--- config.mk ---
export PLATFORM = sky130hd
export DESIGN_NAME = sdc_device_flat
export DESIGN_NICKNAME = d
export VERILOG_FILES = /design/src/sdc_pkg.sv /design/src/sdc_link_if.sv /design/src/sdc_sync.sv /design/src/sdc_device.sv /design/src/flat_wrapper.sv
export VERILOG_INCLUDE_DIRS = /design/src /design/src/src
export SDC_FILE = /design/constraint.sdc
export NUM_CORES = 1
export LEC_CHECK = 0
export BUFFER_PORTS_ARGS = -buffer_cell sky130_fd_sc_hd__buf_2
export CORE_MARGIN = 2
export CORE_UTILIZATION = 45
export DETAILED_ROUTE_END_ITERATION = 8
export GPL_TIMING_DRIVEN = 0
export SYNTH_ARGS = -nofsm -noshare
export SYNTH_HDL_FRONTEND = slang
export SYNTH_SLANG_ARGS = --single-unit
--- constraint.sdc ---
create_clock -name mclk_in -period 4.35 [get_ports mclk_in]
set_input_delay 0.87 -clock mclk_in [delete_from_list [all_inputs] [get_ports mclk_in]]
set_output_delay 0.87 -clock mclk_in [all_outputs]
set_load 0.03 [all_outputs]
--- src/sdc_regs.svh ---
// Constants of the serial DAC control link: frame fields, reset codes, timing.
// Assumes inclusion by bare name from the src folder.
`ifndef SDC_REGS_SVH
`define SDC_REGS_SVH

`define SDC_SHIFT_BITS 32
`define SDC_SHORT_FRAME 24
`define SDC_LONG_FRAME 32
`define SDC_CMD_MSB 23
`define SDC_CMD_LSB 20
`define SDC_DATA_MSB 15
`define SDC_FIELD_BITS 16
`define SDC_ZERO_CODE 16'h0000
`define SDC_MID_CODE 16'h8000
`define SDC_CLK_PERIOD_NS 10
`define SDC_SCK_HALF_NS 80
`define SDC_SCK_HALF_CYCLES ((`SDC_SCK_HALF_NS + `SDC_CLK_PERIOD_NS - 1) / `SDC_CLK_PERIOD_NS)

`endif

--- src/sdc_pkg.sv ---
// Types shared by both ends of the serial DAC control link.
// Assumes the constants header is compiled alongside.
`default_nettype none
package sdc_pkg;
  typedef enum logic [3:0] {
    SDC_CMD_WRITE = 4'h0,
    SDC_CMD_UPDATE = 4'h1,
    SDC_CMD_WRITE_UPDATE = 4'h3,
    SDC_CMD_POWER_DOWN = 4'h4,
    SDC_CMD_NOP = 4'hF
  } sdc_cmd_t;

  typedef enum logic [4:0] {
    SDC_H_IDLE = 5'h01,
    SDC_H_SETUP = 5'h02,
    SDC_H_LOW = 5'h04,
    SDC_H_HIGH = 5'h08,
    SDC_H_FINISH = 5'h10
  } sdc_host_state_t;
endpackage
`default_nettype wire

--- src/sdc_link_if.sv ---
// Three-wire link plus update, clear and daisy-chain pins between host and DAC.
// Assumes the bench joins both modports; all wires are one-way.
`default_nettype none
interface sdc_link_if;
  logic sck;
  logic serial_in;
  logic select_load_n;
  logic async_update_n;
  logic async_clear_n;
  logic chain_serial_out;

  modport device (
    input sck,
    input serial_in,
    input select_load_n,
    input async_update_n,
    input async_clear_n,
    output chain_serial_out
  );

  modport host (
    output sck,
    output serial_in,
    output select_load_n,
    output async_update_n,
    output async_clear_n,
    input chain_serial_out
  );
endinterface
`default_nettype wire

--- src/sdc_sync.sv ---
// Two-flop synchroniser for a group of independent level inputs.
// Assumes each bit is a slow level; no bus coherence across bits.
`default_nettype none
module sdc_sync #(
  parameter int WIDTH = 1,
  parameter logic [WIDTH-1:0] RST_VAL = '0
) (
  input wire logic mclk_in,
  input wire logic rst_in,
  input wire logic [WIDTH-1:0] async_in,
  output logic [WIDTH-1:0] sync_out
);
  logic [WIDTH-1:0] meta_q;
  logic [WIDTH-1:0] sync_q;

  always_ff @(posedge mclk_in or posedge rst_in) begin
    if (rst_in) begin
      meta_q <= RST_VAL;
      sync_q <= RST_VAL;
    end else begin
      meta_q <= async_in;
      sync_q <= meta_q;
    end
  end

  assign sync_out = sync_q;
endmodule
`default_nettype wire

--- src/sdc_device.sv ---
// Digital control of a single-channel serial DAC: shift, input and DAC registers.
// Assumes link pins are asynchronous to mclk_in and change far slower than it.
//
// Behaviour
// Chain output: bit appears 32 edges later
// Chain output always driven, never released
// Serial input sampled on shift-clock rising edges
// Accept 24-bit or 32-bit frames
// Clear low forces registers to reset code
// Shift only while select/load strobe low
// Update fall with strobe high updates DAC
// Update fall with strobe low waits
// Update input low powers DAC up
// Update low blocks power-down command
// Power-on registers hold reset code
// Frame: command, four ignored, sixteen data
// Data left-justified, trailing bits ignored
// Strobe rise executes last 24 bits
// Write loads input register only
// Update copies input, powers up DAC
// Long frame: eight ignored bits first
// Decode write, update, both, power-down, nop
// Host sends nop to untouched chain devices
// Power-down keeps both registers intact
// Reserved codes act as no-operation
`include "sdc_regs.svh"
`default_nettype none
module sdc_device #(
  parameter int RES_BITS = 16,
  parameter bit MIDSCALE_RESET = 1'b0
) (
  input wire logic mclk_in,
  input wire logic rst_in,
  sdc_link_if.device link,
  output logic [RES_BITS-1:0] dac_code_out,
  output logic [RES_BITS-1:0] input_code_out,
  output logic dac_powered_out,
  output logic update_pending_out,
  output logic [3:0] last_cmd_out,
  output logic [5:0] frame_bits_out,
  output logic frame_short_out
);
  // Left-justified code: keep the top RES_BITS of the data field
  function automatic logic [RES_BITS-1:0] code_of(input logic [`SDC_FIELD_BITS-1:0] field);
    code_of = field[`SDC_FIELD_BITS-1 -: RES_BITS];
  endfunction

  localparam logic [RES_BITS-1:0] RST_CODE = code_of(MIDSCALE_RESET ? `SDC_MID_CODE : `SDC_ZERO_CODE);

  // Every pin is two-flopped before any logic reads it
  logic [4:0] pins_s;
  sdc_sync #(
    .WIDTH(5),
    .RST_VAL(5'h1C)
  ) u_sync (
    .mclk_in(mclk_in),
    .rst_in(rst_in),
    .async_in({link.async_clear_n, link.async_update_n, link.select_load_n, link.serial_in, link.sck}),
    .sync_out(pins_s)
  );

  wire sck_s = pins_s[0];
  wire sdi_s = pins_s[1];
  wire sel_n_s = pins_s[2];
  wire upd_n_s = pins_s[3];
  wire clr_n_s = pins_s[4];

  logic sck_p_q;
  logic sel_p_q;
  logic upd_p_q;
  logic [`SDC_SHIFT_BITS-1:0] shift_q;
  logic [`SDC_SHIFT_BITS-1:0] shift_d;
  logic [RES_BITS-1:0] input_q;
  logic [RES_BITS-1:0] input_d;
  logic [RES_BITS-1:0] dac_q;
  logic [RES_BITS-1:0] dac_d;
  logic pwr_q;
  logic pwr_d;
  logic pend_q;
  logic pend_d;
  logic chain_q;
  logic chain_d;
  logic [5:0] count_q;
  logic [5:0] count_d;
  logic [3:0] last_cmd_q;
  logic [3:0] last_cmd_d;
  logic [5:0] bits_q;
  logic [5:0] bits_d;
  logic short_q;
  logic short_d;

  // Edge detection on synchronised copies only
  wire sck_rise = sck_s & ~sck_p_q;
  wire sck_fall = ~sck_s & sck_p_q;
  wire sel_rise = sel_n_s & ~sel_p_q;
  wire sel_fall = ~sel_n_s & sel_p_q;
  wire upd_fall = ~upd_n_s & upd_p_q;
  wire clearing = ~clr_n_s;

  // Edges seen with the strobe high are dropped, so a shared clock cannot disturb an idle frame
  wire shift_en = sck_rise & ~sel_n_s;
  wire chain_en = sck_fall & ~sel_n_s;

  // Command and data always sit in the low 24 bits; any eight leading bits of a long frame sit in the top byte, which is never decoded
  wire [3:0] cmd = shift_q[`SDC_CMD_MSB:`SDC_CMD_LSB];
  wire [RES_BITS-1:0] new_code = code_of(shift_q[`SDC_DATA_MSB:0]);

  wire cmd_write = (cmd == sdc_pkg::SDC_CMD_WRITE) | (cmd == sdc_pkg::SDC_CMD_WRITE_UPDATE);
  wire cmd_update = (cmd == sdc_pkg::SDC_CMD_UPDATE) | (cmd == sdc_pkg::SDC_CMD_WRITE_UPDATE);
  wire cmd_pd = (cmd == sdc_pkg::SDC_CMD_POWER_DOWN);

  wire do_write = sel_rise & cmd_write;
  wire do_sw_update = sel_rise & cmd_update;
  wire do_late_update = sel_rise & pend_q;
  wire do_now_update = upd_fall & sel_n_s;
  wire do_update = do_sw_update | do_late_update | do_now_update;
  // Power-down is refused whenever the update pin is low
  wire do_pd = sel_rise & cmd_pd & upd_n_s;

  // A write and an update in one execution use the freshly written code
  wire [RES_BITS-1:0] update_src = do_write ? new_code : input_q;

  // Clear is a level: the codes stay forced for as long as the pin is low
  assign input_d = clearing ? RST_CODE : (do_write ? new_code : input_q);
  assign dac_d = clearing ? RST_CODE : (do_update ? update_src : dac_q);
  // A low update pin outranks a power-down in the same cycle
  assign pwr_d = (~upd_n_s | do_update) ? 1'b1 : (do_pd ? 1'b0 : pwr_q);
  // Set needs the strobe low and clear needs its rise, so the two never meet
  assign pend_d = clearing ? 1'b0 : ((upd_fall & ~sel_n_s) ? 1'b1 : (sel_rise ? 1'b0 : pend_q));
  assign shift_d = clearing ? '0 : (shift_en ? {shift_q[`SDC_SHIFT_BITS-2:0], sdi_s} : shift_q);
  assign chain_d = chain_en ? shift_q[`SDC_SHIFT_BITS-1] : chain_q;
  // Saturates so an overlong frame cannot wrap back to a legal length
  assign count_d = sel_fall ? 6'h00 : ((shift_en & (count_q != 6'h3F)) ? count_q + 6'h01 : count_q);

  // Snapshot of the finished frame, taken at the strobe rise
  assign last_cmd_d = sel_rise ? cmd : last_cmd_q;
  assign bits_d = sel_rise ? count_q : bits_q;
  assign short_d = sel_rise ? (count_q < 6'(`SDC_SHORT_FRAME)) : short_q;

  always_ff @(posedge mclk_in or posedge rst_in) begin
    if (rst_in) begin
      sck_p_q <= 1'b0;
      sel_p_q <= 1'b1;
      upd_p_q <= 1'b1;
    end else begin
      sck_p_q <= sck_s;
      sel_p_q <= sel_n_s;
      upd_p_q <= upd_n_s;
    end
  end

  // Held codes; both start from the reset code
  always_ff @(posedge mclk_in or posedge rst_in) begin
    if (rst_in) begin
      input_q <= RST_CODE;
      dac_q <= RST_CODE;
    end else begin
      input_q <= input_d;
      dac_q <= dac_d;
    end
  end

  // Shift register and chain output stage
  always_ff @(posedge mclk_in or posedge rst_in) begin
    if (rst_in) begin
      shift_q <= '0;
      chain_q <= 1'b0;
    end else begin
      shift_q <= shift_d;
      chain_q <= chain_d;
    end
  end

  // Power state and postponed update
  always_ff @(posedge mclk_in or posedge rst_in) begin
    if (rst_in) begin
      pwr_q <= 1'b1;
      pend_q <= 1'b0;
    end else begin
      pwr_q <= pwr_d;
      pend_q <= pend_d;
    end
  end

  // Frame bookkeeping for observation; execution never depends on it
  always_ff @(posedge mclk_in or posedge rst_in) begin
    if (rst_in) begin
      count_q <= 6'h00;
      last_cmd_q <= 4'hF;
      bits_q <= 6'h00;
      short_q <= 1'b0;
    end else begin
      count_q <= count_d;
      last_cmd_q <= last_cmd_d;
      bits_q <= bits_d;
      short_q <= short_d;
    end
  end

  // Plain output with no enable: the pin stays driven even with the strobe high
  assign link.chain_serial_out = chain_q;
  assign dac_code_out = dac_q;
  assign input_code_out = input_q;
  assign dac_powered_out = pwr_q;
  assign update_pending_out = pend_q;
  assign last_cmd_out = last_cmd_q;
  assign frame_bits_out = bits_q;
  assign frame_short_out = short_q;
endmodule
`default_nettype wire

--- src/flat_wrapper.sv ---
// flat-port wrapper written by rule: the top's interface ports become plain ports
module sdc_device_flat 
#(
  parameter int RES_BITS = 16,
  parameter bit MIDSCALE_RESET = 1'b0
)
  (mclk_in, rst_in, dac_code_out, input_code_out, dac_powered_out, update_pending_out, last_cmd_out, frame_bits_out, frame_short_out, link_sck, link_serial_in, link_select_load_n, link_async_update_n, link_async_clear_n, link_chain_serial_out);
  sdc_link_if link_i ();
  input wire logic mclk_in;
  input wire logic rst_in;
  output logic [RES_BITS-1:0] dac_code_out;
  output logic [RES_BITS-1:0] input_code_out;
  output logic dac_powered_out;
  output logic update_pending_out;
  output logic [3:0] last_cmd_out;
  output logic [5:0] frame_bits_out;
  output logic frame_short_out;
  input wire logic [$bits(link_i.sck)-1:0] link_sck;
  input wire logic [$bits(link_i.serial_in)-1:0] link_serial_in;
  input wire logic [$bits(link_i.select_load_n)-1:0] link_select_load_n;
  input wire logic [$bits(link_i.async_update_n)-1:0] link_async_update_n;
  input wire logic [$bits(link_i.async_clear_n)-1:0] link_async_clear_n;
  output wire logic [$bits(link_i.chain_serial_out)-1:0] link_chain_serial_out;
  assign link_i.sck = link_sck;
  assign link_i.serial_in = link_serial_in;
  assign link_i.select_load_n = link_select_load_n;
  assign link_i.async_update_n = link_async_update_n;
  assign link_i.async_clear_n = link_async_clear_n;
  assign link_chain_serial_out = link_i.chain_serial_out;
  sdc_device #(.RES_BITS(RES_BITS), .MIDSCALE_RESET(MIDSCALE_RESET)) u_core (.mclk_in(mclk_in), .rst_in(rst_in), .link(link_i), .dac_code_out(dac_code_out), .input_code_out(input_code_out), .dac_powered_out(dac_powered_out), .update_pending_out(update_pending_out), .last_cmd_out(last_cmd_out), .frame_bits_out(frame_bits_out), .frame_short_out(frame_short_out));
endmodule
# Yosys cells after proc, flatten, opt, wreduce, memory -nomap -nowiden
# Cells that the tools add are included.
totals:
  reg_bits: 97
  latch_bits: 0
  ram_bits: 0
  rom_bits: 0
  inputBits: 7
  output_inout_bits: 46
  memories: 0
classes:
  addsub: 1
  n_mul: 0
  div: 0
  order_cmp: 1
  eq_ne: 7
  shifts: 0
  n_mux: 13
  bitwise_logic: 25
  n_reduce_logical: 3
op_table:
  columns: ["cell", "n"]
  rows:
  - ["two-way mux 16 bit", 4]
  - ["two-way mux 32 bit", 2]
  - ["bitwise AND 1 bit", 15]
  - ["two-way mux 6 bit", 2]
  - ["adder 6 x 1 -> 6 bit, second input constant", 1]
  - ["less-than comparator 6 x 5 -> 1 bit, second input constant", 1]
  - ["inequality test 6 bit, second input constant", 1]
  - ["two-way mux 1 bit", 5]
  - ["inverter 1 bit", 5]
  - ["OR 1 bit", 5]
  - ["== test 4 x 1 -> 1 bit, second input constant", 1]
  - ["== test 4 x 2 -> 1 bit, second input constant", 1]
  - ["== test 4 x 3 -> 1 bit, second input constant", 1]
  - ["logical NOT 4 bit", 1]
  - ["inequality test 2 x 1 -> 1 bit, second input constant", 2]
  - ["nonzero test 2 bit", 2]
  - ["inequality test 3 x 1 -> 1 bit, second input constant", 1]

# Logic depth before layout (Yosys ltp)
# Gate-level depths: netlist (run 1).
depth:
  depth_word: 7
  ltp_mapped: 7
  depth_no_buf: 4

# Hierarchy
# Synthesis (run 1) repeated with hierarchy kept, for this count alone.
unflattened:
  cells_unflattened: 335
  hier_area_um2: 3866.2
by_module_without_submodules:
  columns: ["module", "instances", "cells_per_inst", "area_per_inst_um2"]
  rows:
  - ["sdc_device", 1, 324, 3604.7]
  - ["sdc_sync", 1, 11, 261.5]

# Worst setup path before layout (run 1)
# OpenSTA, ideal clock, no wires.
synth_path:
  path_kind: "reg2reg"
  startpoint: "register u_core.u_sync.sync_q[2] (netlist: u_core.u_sync.sync_out[2])"
  endpoint: "register u_core.dac_q[0] (netlist: u_core.dac_code_out[0])"
  arrival_time_ns: 1.721
  slack_ns: 2.492
  stages_incl_launch_ff: 8
  n_path_buf: 3
  period_less_slack_ns: 1.858
  cell_sequence: "dfstp_2 > buf_6 > nand2b_4 > or4_1 > buf_6 > buf_8 > mux2i_1 > a21oi_1"
synth_via:
  elab_chain_cells: 5
synth_rtl:
  columns: ["element", "line_no", "rtl"]
  rows:
  - ["start, declared", "sdc_sync.sv:14", "logic [WIDTH-1:0] sync_q;"]
  - ["start signal, assigned", "sdc_sync.sv:22", "sync_q <= meta_q;"]
  - ["bitwise AND 1 bit", "sdc_device.sv:95", "wire sel_rise = sel_n_s & ~sel_p_q;"]
  - ["bitwise AND 1 bit (on tied branches)", "sdc_device.sv:113, sdc_device.sv:112, sdc_device.sv:114", null]
  - ["OR 1 bit / two-way mux 16 bit (equally long branches)", "sdc_device.sv:116, sdc_device.sv:121", null]
  - ["OR 1 bit / two-way mux 16 bit (equally long branches)", "sdc_device.sv:116, sdc_device.sv:125", null]
  - ["inequality test 2 x 1 -> 1 bit (no line) / two-way mux 16 bit (equally long branches)", null, null]
  - ["end signal, assigned", "sdc_device.sv:156", "dac_q <= RST_CODE;"]
  - ["end signal, assigned", "sdc_device.sv:159", "dac_q <= dac_d;"]
  - ["end, declared", "sdc_device.sv:75", "logic [RES_BITS-1:0] dac_q;"]
# Parallel ways exist; a longest one is shown, timed or not. The select of a mux whose other input is x is not followed.
# A chain may end at the register's enable or synchronous reset.

# Worst setup path in the final report (run 1)
layout_path:
  startpoint: "register u_core.shift_q[23]"
  endpoint: "register u_core.dac_q[0] (netlist: u_core.dac_code_out[0])"
layout_via:
  elab_chain_cells: 6
layout_rtl:
  columns: ["element", "line_no", "rtl"]
  rows:
  - ["start, declared", "sdc_device.sv:71", "logic [`SDC_SHIFT_BITS-1:0] shift_q;"]
  - ["start signal, assigned", "sdc_device.sv:169", "shift_q <= shift_d;"]
  - ["== test 4 x 1 -> 1 bit, or another cell as far along", "sdc_device.sv:109", "wire cmd_update = (cmd == sdc_pkg::SDC_CMD_UPDATE) | (cmd == sdc_pkg::SDC_CMD_WRITE_UPDATE);"]
  - ["OR 1 bit (on tied branches)", "sdc_device.sv:109, sdc_device.sv:108", null]
  - ["bitwise AND 1 bit (on tied branches)", "sdc_device.sv:113, sdc_device.sv:112", null]
  - ["OR 1 bit / two-way mux 16 bit (equally long branches)", "sdc_device.sv:116, sdc_device.sv:121", null]
  - ["OR 1 bit / two-way mux 16 bit (equally long branches)", "sdc_device.sv:116, sdc_device.sv:125", null]
  - ["inequality test 2 x 1 -> 1 bit (no line) / two-way mux 16 bit (equally long branches)", null, null]
# Parallel ways exist; a longest one is shown, timed or not. The select of a mux whose other input is x is not followed.

==> results of run 1 <==
==> layer usage <==
layer / vias to the layer above / track usage [%]
met4: 0 / 5.53
met3: 7 / 4.12
met2: 40 / 28.8
li1: 1301 / -
met5: - / 0
met1: 1358 / 26.6
==> cell usage in the layout, fill, tap and decap left out, types with 2 or more instances in the layout <==
cell,count
dfstp_2,13
a21oi_1,19
nor2b_1,21
a211oi_1,3
nand2_1,94
clkbuf_8,11
inv_1,2
dfrtp_1,84
mux2i_1,17
clkbuf_1,20
a21boi_0,32
nor2_1,4
nor4b_1,2
xnor2_1,2
buf_2,52
and3_1,2
buf_6,2
o21ai_0,17
==> report_power, final <==
group	internal, mW	switching [mW]	total, mW	leakage [nW]
sequential	0.926	0.0140	0.940	1.29
clock	0.298	0.302	0.600	0.103
combinational	0.0412	0.0928	0.134	0.797
total	1.26	0.409	1.67	2.19
==> stage by stage <==
stage,setup slack [ns],cell area (µm²),instances
floorplan,0.968,3890,353
global placement,-0.211,4280,510
detailed placement,2.28,4310,511
CTS,2.26,4520,527
global route,2.14,4520,527
finish,2.27,4520,527
==> area by class of cell <==
class,count,area (µm²)
clock inverter,4,51.3
timing repair buffer,53,288
inverter,3,13.8
fill,772,3780
multi-input combinational,231,1330
sequential,97,2440
tap,105,131
clock buffer,12,155
buffer,22,109
==> final timing paths <==
| kind | end | slack [ns] |
|---|---|---|
| worst max register to register | u_core.dac_code_out[0]$_DFFE_PP0P_ | 2.27 |
| worst min-delay path | u_core.u_sync.sync_out[4]$_DFF_PP1_ | 0.36 |
| worst max-delay path | u_core.dac_code_out[0]$_DFFE_PP0P_ | 2.27 |
| max in group asynchronous | u_core.last_cmd_out[2]$_DFFE_PP1P_ | 3.07 |
| min in group asynchronous | u_core.input_code_out[8]$_DFF_PP0_ | 0.57 |
| worst min register to register | u_core.u_sync.sync_out[4]$_DFF_PP1_ | 0.36 |
==> registers in the layout, indices dropped and copies added, names as in the netlist <==
register,flops
u_core.u_sync.meta_q,5
u_core.link.chain_serial_out,1
u_core.dac_code_out,16
u_core.last_cmd_out,4
u_core.update_pending_out,1
u_core.shift_q,32
u_core.input_code_out,16
u_core.u_sync.sync_out,5
u_core.count_q,6
u_core.dac_powered_out,1
u_core.upd_p_q,1
u_core.frame_short_out,1
u_core.sck_p_q,1
u_core.sel_p_q,1
u_core.frame_bits_out,6
==> logic make-up after synthesis <==
logic type	after synthesis
adder cells (fa/ha/maj)	1
AO/OA/AOI/OAI	78
flip-flops	97
multiplexers	18
buffers and inverters	25
AND/OR/NAND/NOR	131
XOR/XNOR	3
==> results.toml, run 1 <==
[place]
numPortBuffers = 52
hpwlAfterDp_um = 5480
place_congestion = 0.772

[worst_setup_path]
critPathArrivalTime_ns = 2.35
crit_path_max_fanout = 10
startpoint = "u_core.shift_q[23]$_DFFE_PP0P_"
critPathLaunchType = "flop"
worstPathRequired_ns = 4.62
critical_path.top_delay_family = "compound AO/OA/AOI/OAI gates"
crit_chain = "nor4b_1, o31a_1, clkbuf_1, o21ai_0, a21oi_1"
rr_startpoint = "u_core.shift_q[23]$_DFFE_PP0P_"
path_buf_inv = 1
crit_slowest_cell = "clkbuf_1"
rr_worst_depth = 5
cpPeakStageDelay_ns = 0.54
crit_cells = 5
worstSetupPathType = "reg2reg"
crit_path_end_kind = "flop"

[worst_hold_path]
min_path_cells = 0
hp-start = "u_core.u_sync.meta_q[4]$_DFF_PP1_"
worstHoldPathType = "reg2reg"

[logic_synthesis]
synth_top_cells_by_count = "nand2_1, dfrtp_1, a21boi_0"
yosys_most_used_dff = "dfrtp_1"
synth_top_area_share_pct = 54.0
ys_async_sr_fraction_pct = 100
syn_nets = 361
synth_compound_area_share_pct = 13.1
synth.area.mux_share_pct = 4.66
synth_area_leaders = "dfrtp_1, nand2_1, dfstp_2"
synth_top_family_by_area = "simple AND/OR/NAND/NOR gates"
synth_top_area_cell = "dfrtp_1"
netlist_instances = 353
synthXorXnorAreaFrac_pct = 0.675
syn_avg_cell_area_um2 = 11.0
ys_seq_area_share_pct = 62.8
synth_cell_type_count = 35
yosysMostFrequentCell = "nand2_1"
synth_edf_count = 0
synthesis.area_um2 = 3890
ys_seq_elements = 97
yosys_warnings = 0
yosys.area_share.simple_pct = 15.4
synthAdderAreaFrac_pct = 0.322

[floorplanning]
die_w_um = 97.0
rows = 33
start_util_pct = 46.9
core_area_um2 = 8300
io_pins = 53
die_height_um = 97.0
die-area_um2 = 9400

[flow_run]
maxCapViolations = 0

[layout]
final_util_pct = 54.4
n_antenna_cell = 0
fin_nets = 425
drive_gt1_share_pct = 21.3
syn_to_final_growth_pct = 16.1

[timing]
drv_slew = 0
clock_skew_ns = 0.0108
hold_violations = 0
finalCriticalPeriod_ns = 2.08
timing.hold.ws_ns = 0.360
fin_crit_sh_pct = 47.8
rsz0062_at_grt = "no"
relSlewSlack_pct = 58.1
finalSetupViolations = 0
tns_ns = 0
worstMarginPinSlew_ns = 0.628
fmax_mhz = 481

[cts]
post_cts_buffers = 0
cts_buffers = 9
hold_buffers = 0
insertion_delay_ns = 0.35
cts_sinks = 97
clk_pin_slew_ns = 0.09
htree_levels = 3
cts_tree = "built"
clockBufferDepth = 2
cts_resized = 0
root_buffer = "clkbuf_8"

[global_route]
antenna_found_initial = 0
grt_pass1_wl_um = 14200
grt.overflow.total = 0
grt_pass1_vias = 2775
track_usage_pct = 18.7
grt_start_max_net_pins = 58

[route]
drt-met1-wl_um = 3830
routed_wl_um = 8100
wl_per_cell_um = 15.4
drc_errors = 0
routed-wl-met3_um = 270
met2_length_um = 3910
routed_via_density = 5.13
drt_first_iter_violations = 83
drt_first_pass_iters = 4
topRoutingLayerUsed = "met4"
postRouteAntennaNets = 0
vias = 2706

[power]
total_power_mw = 1.67
p_leak_nw = 2.19
power.density_nw_per_um2 = 370
ir_worst_vdd_mv = 0.186

[run_status]
outcome = "finished clean"
No activity file was read; power rests on OpenSTA's default activity.
==> inputs of run 2 (changes only) <==
--- a/config.mk
+++ b/config.mk
@@ -11,6 +11,7 @@
 export CORE_UTILIZATION = 45
 export DETAILED_ROUTE_END_ITERATION = 8
 export GPL_TIMING_DRIVEN = 0
+export PLACE_DENSITY = 0.67
 export SYNTH_ARGS = -nofsm -noshare
 export SYNTH_HDL_FRONTEND = slang
 export SYNTH_SLANG_ARGS = --single-unit
==> constraint.sdc (replaced) <==
create_clock -name mclk_in -period 1.9 [get_ports mclk_in]
set_input_delay 0.38 -clock mclk_in [delete_from_list [all_inputs] [get_ports mclk_in]]
set_output_delay 0.38 -clock mclk_in [all_outputs]
set_load 0.03 [all_outputs]
==> results.toml, run 2 (same netlist as run 1, synthesis figures left out) <==
[run_status]
outcome = "finished clean"

[floorplanning]
die-area_um2 = 9400
die_w_um = 97.0
die_height_um = 97.0
start_util_pct = 46.9
io_pins = 53
core_area_um2 = 8300
rows = 33

[route]
wl_per_cell_um = 15.7
drt_first_iter_violations = 135
drc_errors = 0
routed_via_density = 5.20
routed_wl_um = 8360
postRouteAntennaNets = 0
drt_first_pass_iters = 4
vias = 2767

[timing]
finalCriticalPeriod_ns = 1.86
tns_ns = 0
clock_skew_ns = 0.0115
fin_crit_sh_pct = 98.1
relSlewSlack_pct = 66.7
hold_violations = 0
worstMarginPinSlew_ns = 0.498
drv_slew = 0
finalSetupViolations = 0
fmax_mhz = 537

[layout]
fin_cells = 532
largest_register_ffs = 32
mostFrequentLayoutCells = "nand2_1, dfrtp_1, buf_2"
nFillCells = 714
stdcell_area_um2 = 4720
fin_nets = 430
n_antenna_cell = 0
final_common_cell = "nand2_1"
largest_register = "u_core.shift_q"
drive_gt1_share_pct = 26.0
syn_to_final_growth_pct = 21.4
final_util_pct = 56.9

[worst_setup_path]
crit_path_end_kind = "flop"
critPathLaunchType = "flop"
critPathArrivalTime_ns = 2.10
worstPathRequired_ns = 2.14
worstSetupPathType = "reg2reg"
crit_path_max_fanout = 5

[place]
hpwlAfterDp_um = 5670
postPlaceCellArea_um2 = 4330
dp.cells = 512
place_congestion = 0.749
numPortBuffers = 52

[power]
ir_worst_vdd_mv = 0.480
netSwitchingPower_mw = 0.932
p_leak_nw = 2.21
comb_power_share_pct = 8.6
internal_power_mw = 3.02
switching_share_pct = 23.6
power.density_nw_per_um2 = 836
seqPwrFrac_pct = 54.6
total_power_mw = 3.95
pwr-share-clk_pct = 36.9

[cts]
clk_pin_slew_ns = 0.09
htree_levels = 3
insertion_delay_ns = 0.36
root_buffer = "clkbuf_8"
cts_tree = "built"
cts_sinks = 97
clockBufferDepth = 2
cts_buffers = 9
hold_buffers = 0

[worst_hold_path]
worstHoldPathType = "in2async"

[global_route]
grt_pass1_vias = 2823
grt_pass1_wl_um = 14100
grt_start_max_net_pins = 41
grt.overflow.total = 0
antenna_found_initial = 0
track_usage_pct = 18.9

[flow_run]
maxCapViolations = 0
[run 2: changes by cell type in the layout (fill, tap and decap cells not counted), sizes merged]
cell / change
buf: +4
clkbuf: +2
clkinv: -2
bufinv: +1
clkinvlp: +1
inv: -1
[run 2: path summary, 6_finish.rpt]
check / start / to / slack [ns] / depth (start not counted)
hold reg to reg: u_core.u_sync.meta_q[3]$_DFF_PP1_ / u_core.u_sync.sync_out[3]$_DFF_PP1_ / 0.36 / 0
max in group asynchronous: rst_in / u_core.dac_code_out[5]$_DFFE_PP0P_ / 1.06 / 4
hold / removal: rst_in / u_core.frame_bits_out[1]$_DFFE_PP0P_ / 0.03 / 2
min in group mclk_in: link_async_clear_n / u_core.u_sync.meta_q[4]$_DFF_PP1_ / 0.12 / 1
setup reg to reg: u_core.u_sync.sync_out[2]$_DFF_PP1_ / u_core.dac_code_out[6]$_DFFE_PP0P_ / 0.04 / 6
setup / recovery: u_core.u_sync.sync_out[2]$_DFF_PP1_ / u_core.dac_code_out[6]$_DFFE_PP0P_ / 0.04 / 6
[run 2: critical path, stage by stage, from the launching register on]
cell and delay, ns:
dfstp_2 0.55, buf_6 0.13, nand2b_4 0.06, or4_4 0.49
clkbuf_16 0.21, mux2i_1 0.20, a21oi_1 0.10
[run 2: area by class of cell]
class	instances	area [µm²]	share of cell area [%]
tap	105	131	2.78
clock inverter	3	67.6	1.43
multi-input combinational	231	1430	30.3
sequential	97	2440	51.7
timing repair buffer	59	375	7.95
buffer	21	110	2.33
inverter	3	15.0	0.318
clock buffer	13	149	3.15
[run 2: power by group through the flow]
stage | logic (mW) | registers, mW | clock network [mW]
6_report | 0.339 | 2.15 | 1.46
4_1_cts | 0.335 | 2.15 | 1.50
2_1_floorplan | 0.156 | 2.24 | 0
3_3_place_gp | 0.299 | 2.19 | 0
5_1_grt | 0.371 | 2.16 | 1.58
3_5_place_dp | 0.315 | 2.19 | 0
[run 2: metal layers]
metal	GRT usage, %	share of wire, %	vias up
met2	30.4	50	52
met3	4.26	3.6	16
li1	-	-	1314
met5	0	0	-
met1	25.4	44	1385
met4	6.28	2.3	0
[run 2: stage by stage]
| step | setup WS [ns] | hold slack, ns |
|---|---|---|
| floorplan | 0.0416 | 0.331 |
| global placement | -0.268 | 0.343 |
| detailed placement | -0.174 | 0.340 |
| CTS | -0.0356 | 0.0265 |
| global route | -0.00524 | 0.0540 |
| finish | 0.0367 | 0.0325 |
[run 2: repair_timing]
item | CTS | global route
gates resized for setup | 15 | 18
gates cloned | 0 | 1
buffers inserted | 4 | 0
setup endpoints to repair | 30 | 62
pin swaps | 5 | 2
==> inputs of run 3 (changes only) <==
--- a/config.mk
+++ b/config.mk
@@ -8,10 +8,10 @@
 export LEC_CHECK = 0
 export BUFFER_PORTS_ARGS = -buffer_cell sky130_fd_sc_hd__buf_2
 export CORE_MARGIN = 2
-export CORE_UTILIZATION = 45
+export CORE_UTILIZATION = 51
 export DETAILED_ROUTE_END_ITERATION = 8
 export GPL_TIMING_DRIVEN = 0
-export PLACE_DENSITY = 0.67
+export PLACE_DENSITY = 0.75
 export SYNTH_ARGS = -nofsm -noshare
 export SYNTH_HDL_FRONTEND = slang
 export SYNTH_SLANG_ARGS = --single-unit
==> results.toml, run 3 (same netlist as run 1, synthesis figures left out) <==
[run_status]
outcome = "finished clean"

[place]
numPortBuffers = 52
place_congestion = 0.810
hpwlAfterDp_um = 5390
dp_slack_ns = -0.164

[global_route]
gr-usage-met2_pct = 31.6
grt_pass1_wl_um = 13200
grt.busiest_layer = "met2"
use_met1_pct = 26.8
grt_pass1_vias = 2677
antenna_found_initial = 0
grt.overflow.total = 0
grt_start_max_net_pins = 44
track_usage_pct = 20.1
gr-usage-met3_pct = 5.06

[worst_setup_path]
crit_chain = "buf_6, nand2b_4, or4_4, buf_8, buf_16, mux2i_4, nor2b_2"
ff2ff_setup_slack_ns = 0.007
critPathArrivalTime_ns = 2.18
crit_path_end_kind = "flop"
cpPeakStageDelay_ns = 0.55
worstPathRequired_ns = 2.19
worstSetupPathType = "reg2reg"
rr_startpoint = "u_core.u_sync.sync_out[2]$_DFF_PP1_"
rr_worst_depth = 7
worst_r2r_endpoint = "u_core.input_code_out[9]$_DFF_PP0_"
crit_slowest_cell = "dfstp_2"
critPathLaunchType = "flop"
crit_path_max_fanout = 7

[floorplanning]
io_pins = 53
die_w_um = 91.3
die-area_um2 = 8340
core_area_um2 = 7330
rows = 31
die_height_um = 91.3
start_util_pct = 53.1

[layout]
syn_to_final_growth_pct = 24.0
n_antenna_cell = 0
fin_nets = 431
largest_register_ffs = 32
mostFrequentLayoutCells = "nand2_1, dfrtp_1, buf_2"
final_common_cell = "nand2_1"
nFillCells = 545
drive_gt1_share_pct = 29.9
largest_register = "u_core.shift_q"

[route]
drc_errors = 0
drt_first_iter_violations = 134
postRouteAntennaNets = 0
drt_first_pass_iters = 4
routed_via_density = 5.19
vias = 2733
wl_per_cell_um = 15.3
routed_wl_um = 8050

[cts]
clk_pin_slew_ns = 0.09
cts_tree = "built"
cts_sinks = 97
clockBufferDepth = 2
htree_levels = 3
insertion_delay_ns = 0.36
cts_buffers = 9
root_buffer = "clkbuf_8"
hold_buffers = 0

[timing]
finalCriticalPeriod_ns = 1.89
fin_crit_sh_pct = 99.6
worstMarginPinSlew_ns = 0.480
fmax_mhz = 528
rsz0062_at_grt = "yes"
setup_ws_ns = 0.00668
drv_slew = 0
relSlewSlack_pct = 68.0
finalSetupViolations = 0
clock_skew_ns = 0.00575
hold_violations = 0

[worst_hold_path]
worstHoldPathType = "in2async"

[power]
total_power_mw = 3.77
p_leak_nw = 2.19
power.density_nw_per_um2 = 782
ir_worst_vdd_mv = 0.364

[flow_run]
maxCapViolations = 0
-- run 3: worst max-delay path, delay by kind of cell (launching register included) --
kind | cells | cell delay, ns
simple gates | 3 | 0.62
flops | 1 | 0.55
buf+inv | 3 | 0.45
mux | 1 | 0.19
-- run 3: power breakdown --
| group | switching [mW] | internal [mW] | total (mW) | leakage, nW |
|---|---|---|---|---|
| clock network | 0.684 | 0.581 | 1.26 | 0.0984 |
| registers | 0.0357 | 2.12 | 2.16 | 1.29 |
| logic | 0.226 | 0.127 | 0.353 | 0.806 |
-- run 3: worst max-delay path by stage --
stage	from	endpoint	slack, ns
floorplan	u_core.u_sync.sync_out[2]$_DFF_PP1_	u_core.dac_code_out[0]$_DFFE_PP0P_	0.04
global placement	rst_in	u_core.dac_code_out[1]$_DFFE_PP0P_	-0.22
detailed placement	u_core.u_sync.sync_out[2]$_DFF_PP1_	u_core.dac_code_out[9]$_DFFE_PP0P_	-0.16
CTS	u_core.u_sync.sync_out[2]$_DFF_PP1_	u_core.dac_code_out[12]$_DFFE_PP0P_	0.002
global route	u_core.u_sync.sync_out[2]$_DFF_PP1_	u_core.input_code_out[9]$_DFF_PP0_	-0.06
finish	u_core.u_sync.sync_out[2]$_DFF_PP1_	u_core.input_code_out[9]$_DFF_PP0_	0.007
-- run 3: per-stage QoR --
| stage | hold WS (ns) | utilization [%] | cell area (µm²) | instances | TNS [ns] |
|---|---|---|---|---|---|
| global route | 0.0470 | 65.8 | 4820 | 527 | -0.947 |
| global placement | 0.340 | 58.4 | 4280 | 504 | -19.36 |
| finish | 0.0306 | 65.8 | 4820 | 527 | 0 |
| CTS | 0.0277 | 63.6 | 4660 | 528 | 0 |
| floorplan | 0.331 | - | 3890 | 353 | 0 |
| detailed placement | 0.340 | 58.9 | 4320 | 506 | -2.32 |
-- run 3: what timing repair did --
| item | CTS | global route |
|---|---|---|
| cloned | 1 | 0 |
| setup buffers | 5 | 0 |
| gates resized for setup | 19 | 32 |
| endpoints found under the setup margin | 37 | 60 |
| pin swaps | 6 | 8 |
-- run 3: layout make-up --
| type | instances | area, µm² | area share [%] |
|---|---|---|---|
| well taps | 99 | 124 | 2.57 |
| multi-input cells | 231 | 1550 | 32.1 |
| inverters | 3 | 15.0 | 0.311 |
| plain buffers | 21 | 120 | 2.49 |
| repair buffers | 60 | 382 | 7.91 |
| flip-flops and latches | 97 | 2440 | 50.7 |
| clock inverters | 4 | 26.3 | 0.545 |
| clock buffers | 12 | 165 | 3.42 |
-- run 3: per-layer routing --
metal / routed length [µm] / vias to the layer above
met2: 3980 / 51
met4: 165 / 0
met5: 0 / -
li1: - / 1315
met1: 3600 / 1354
met3: 312 / 13
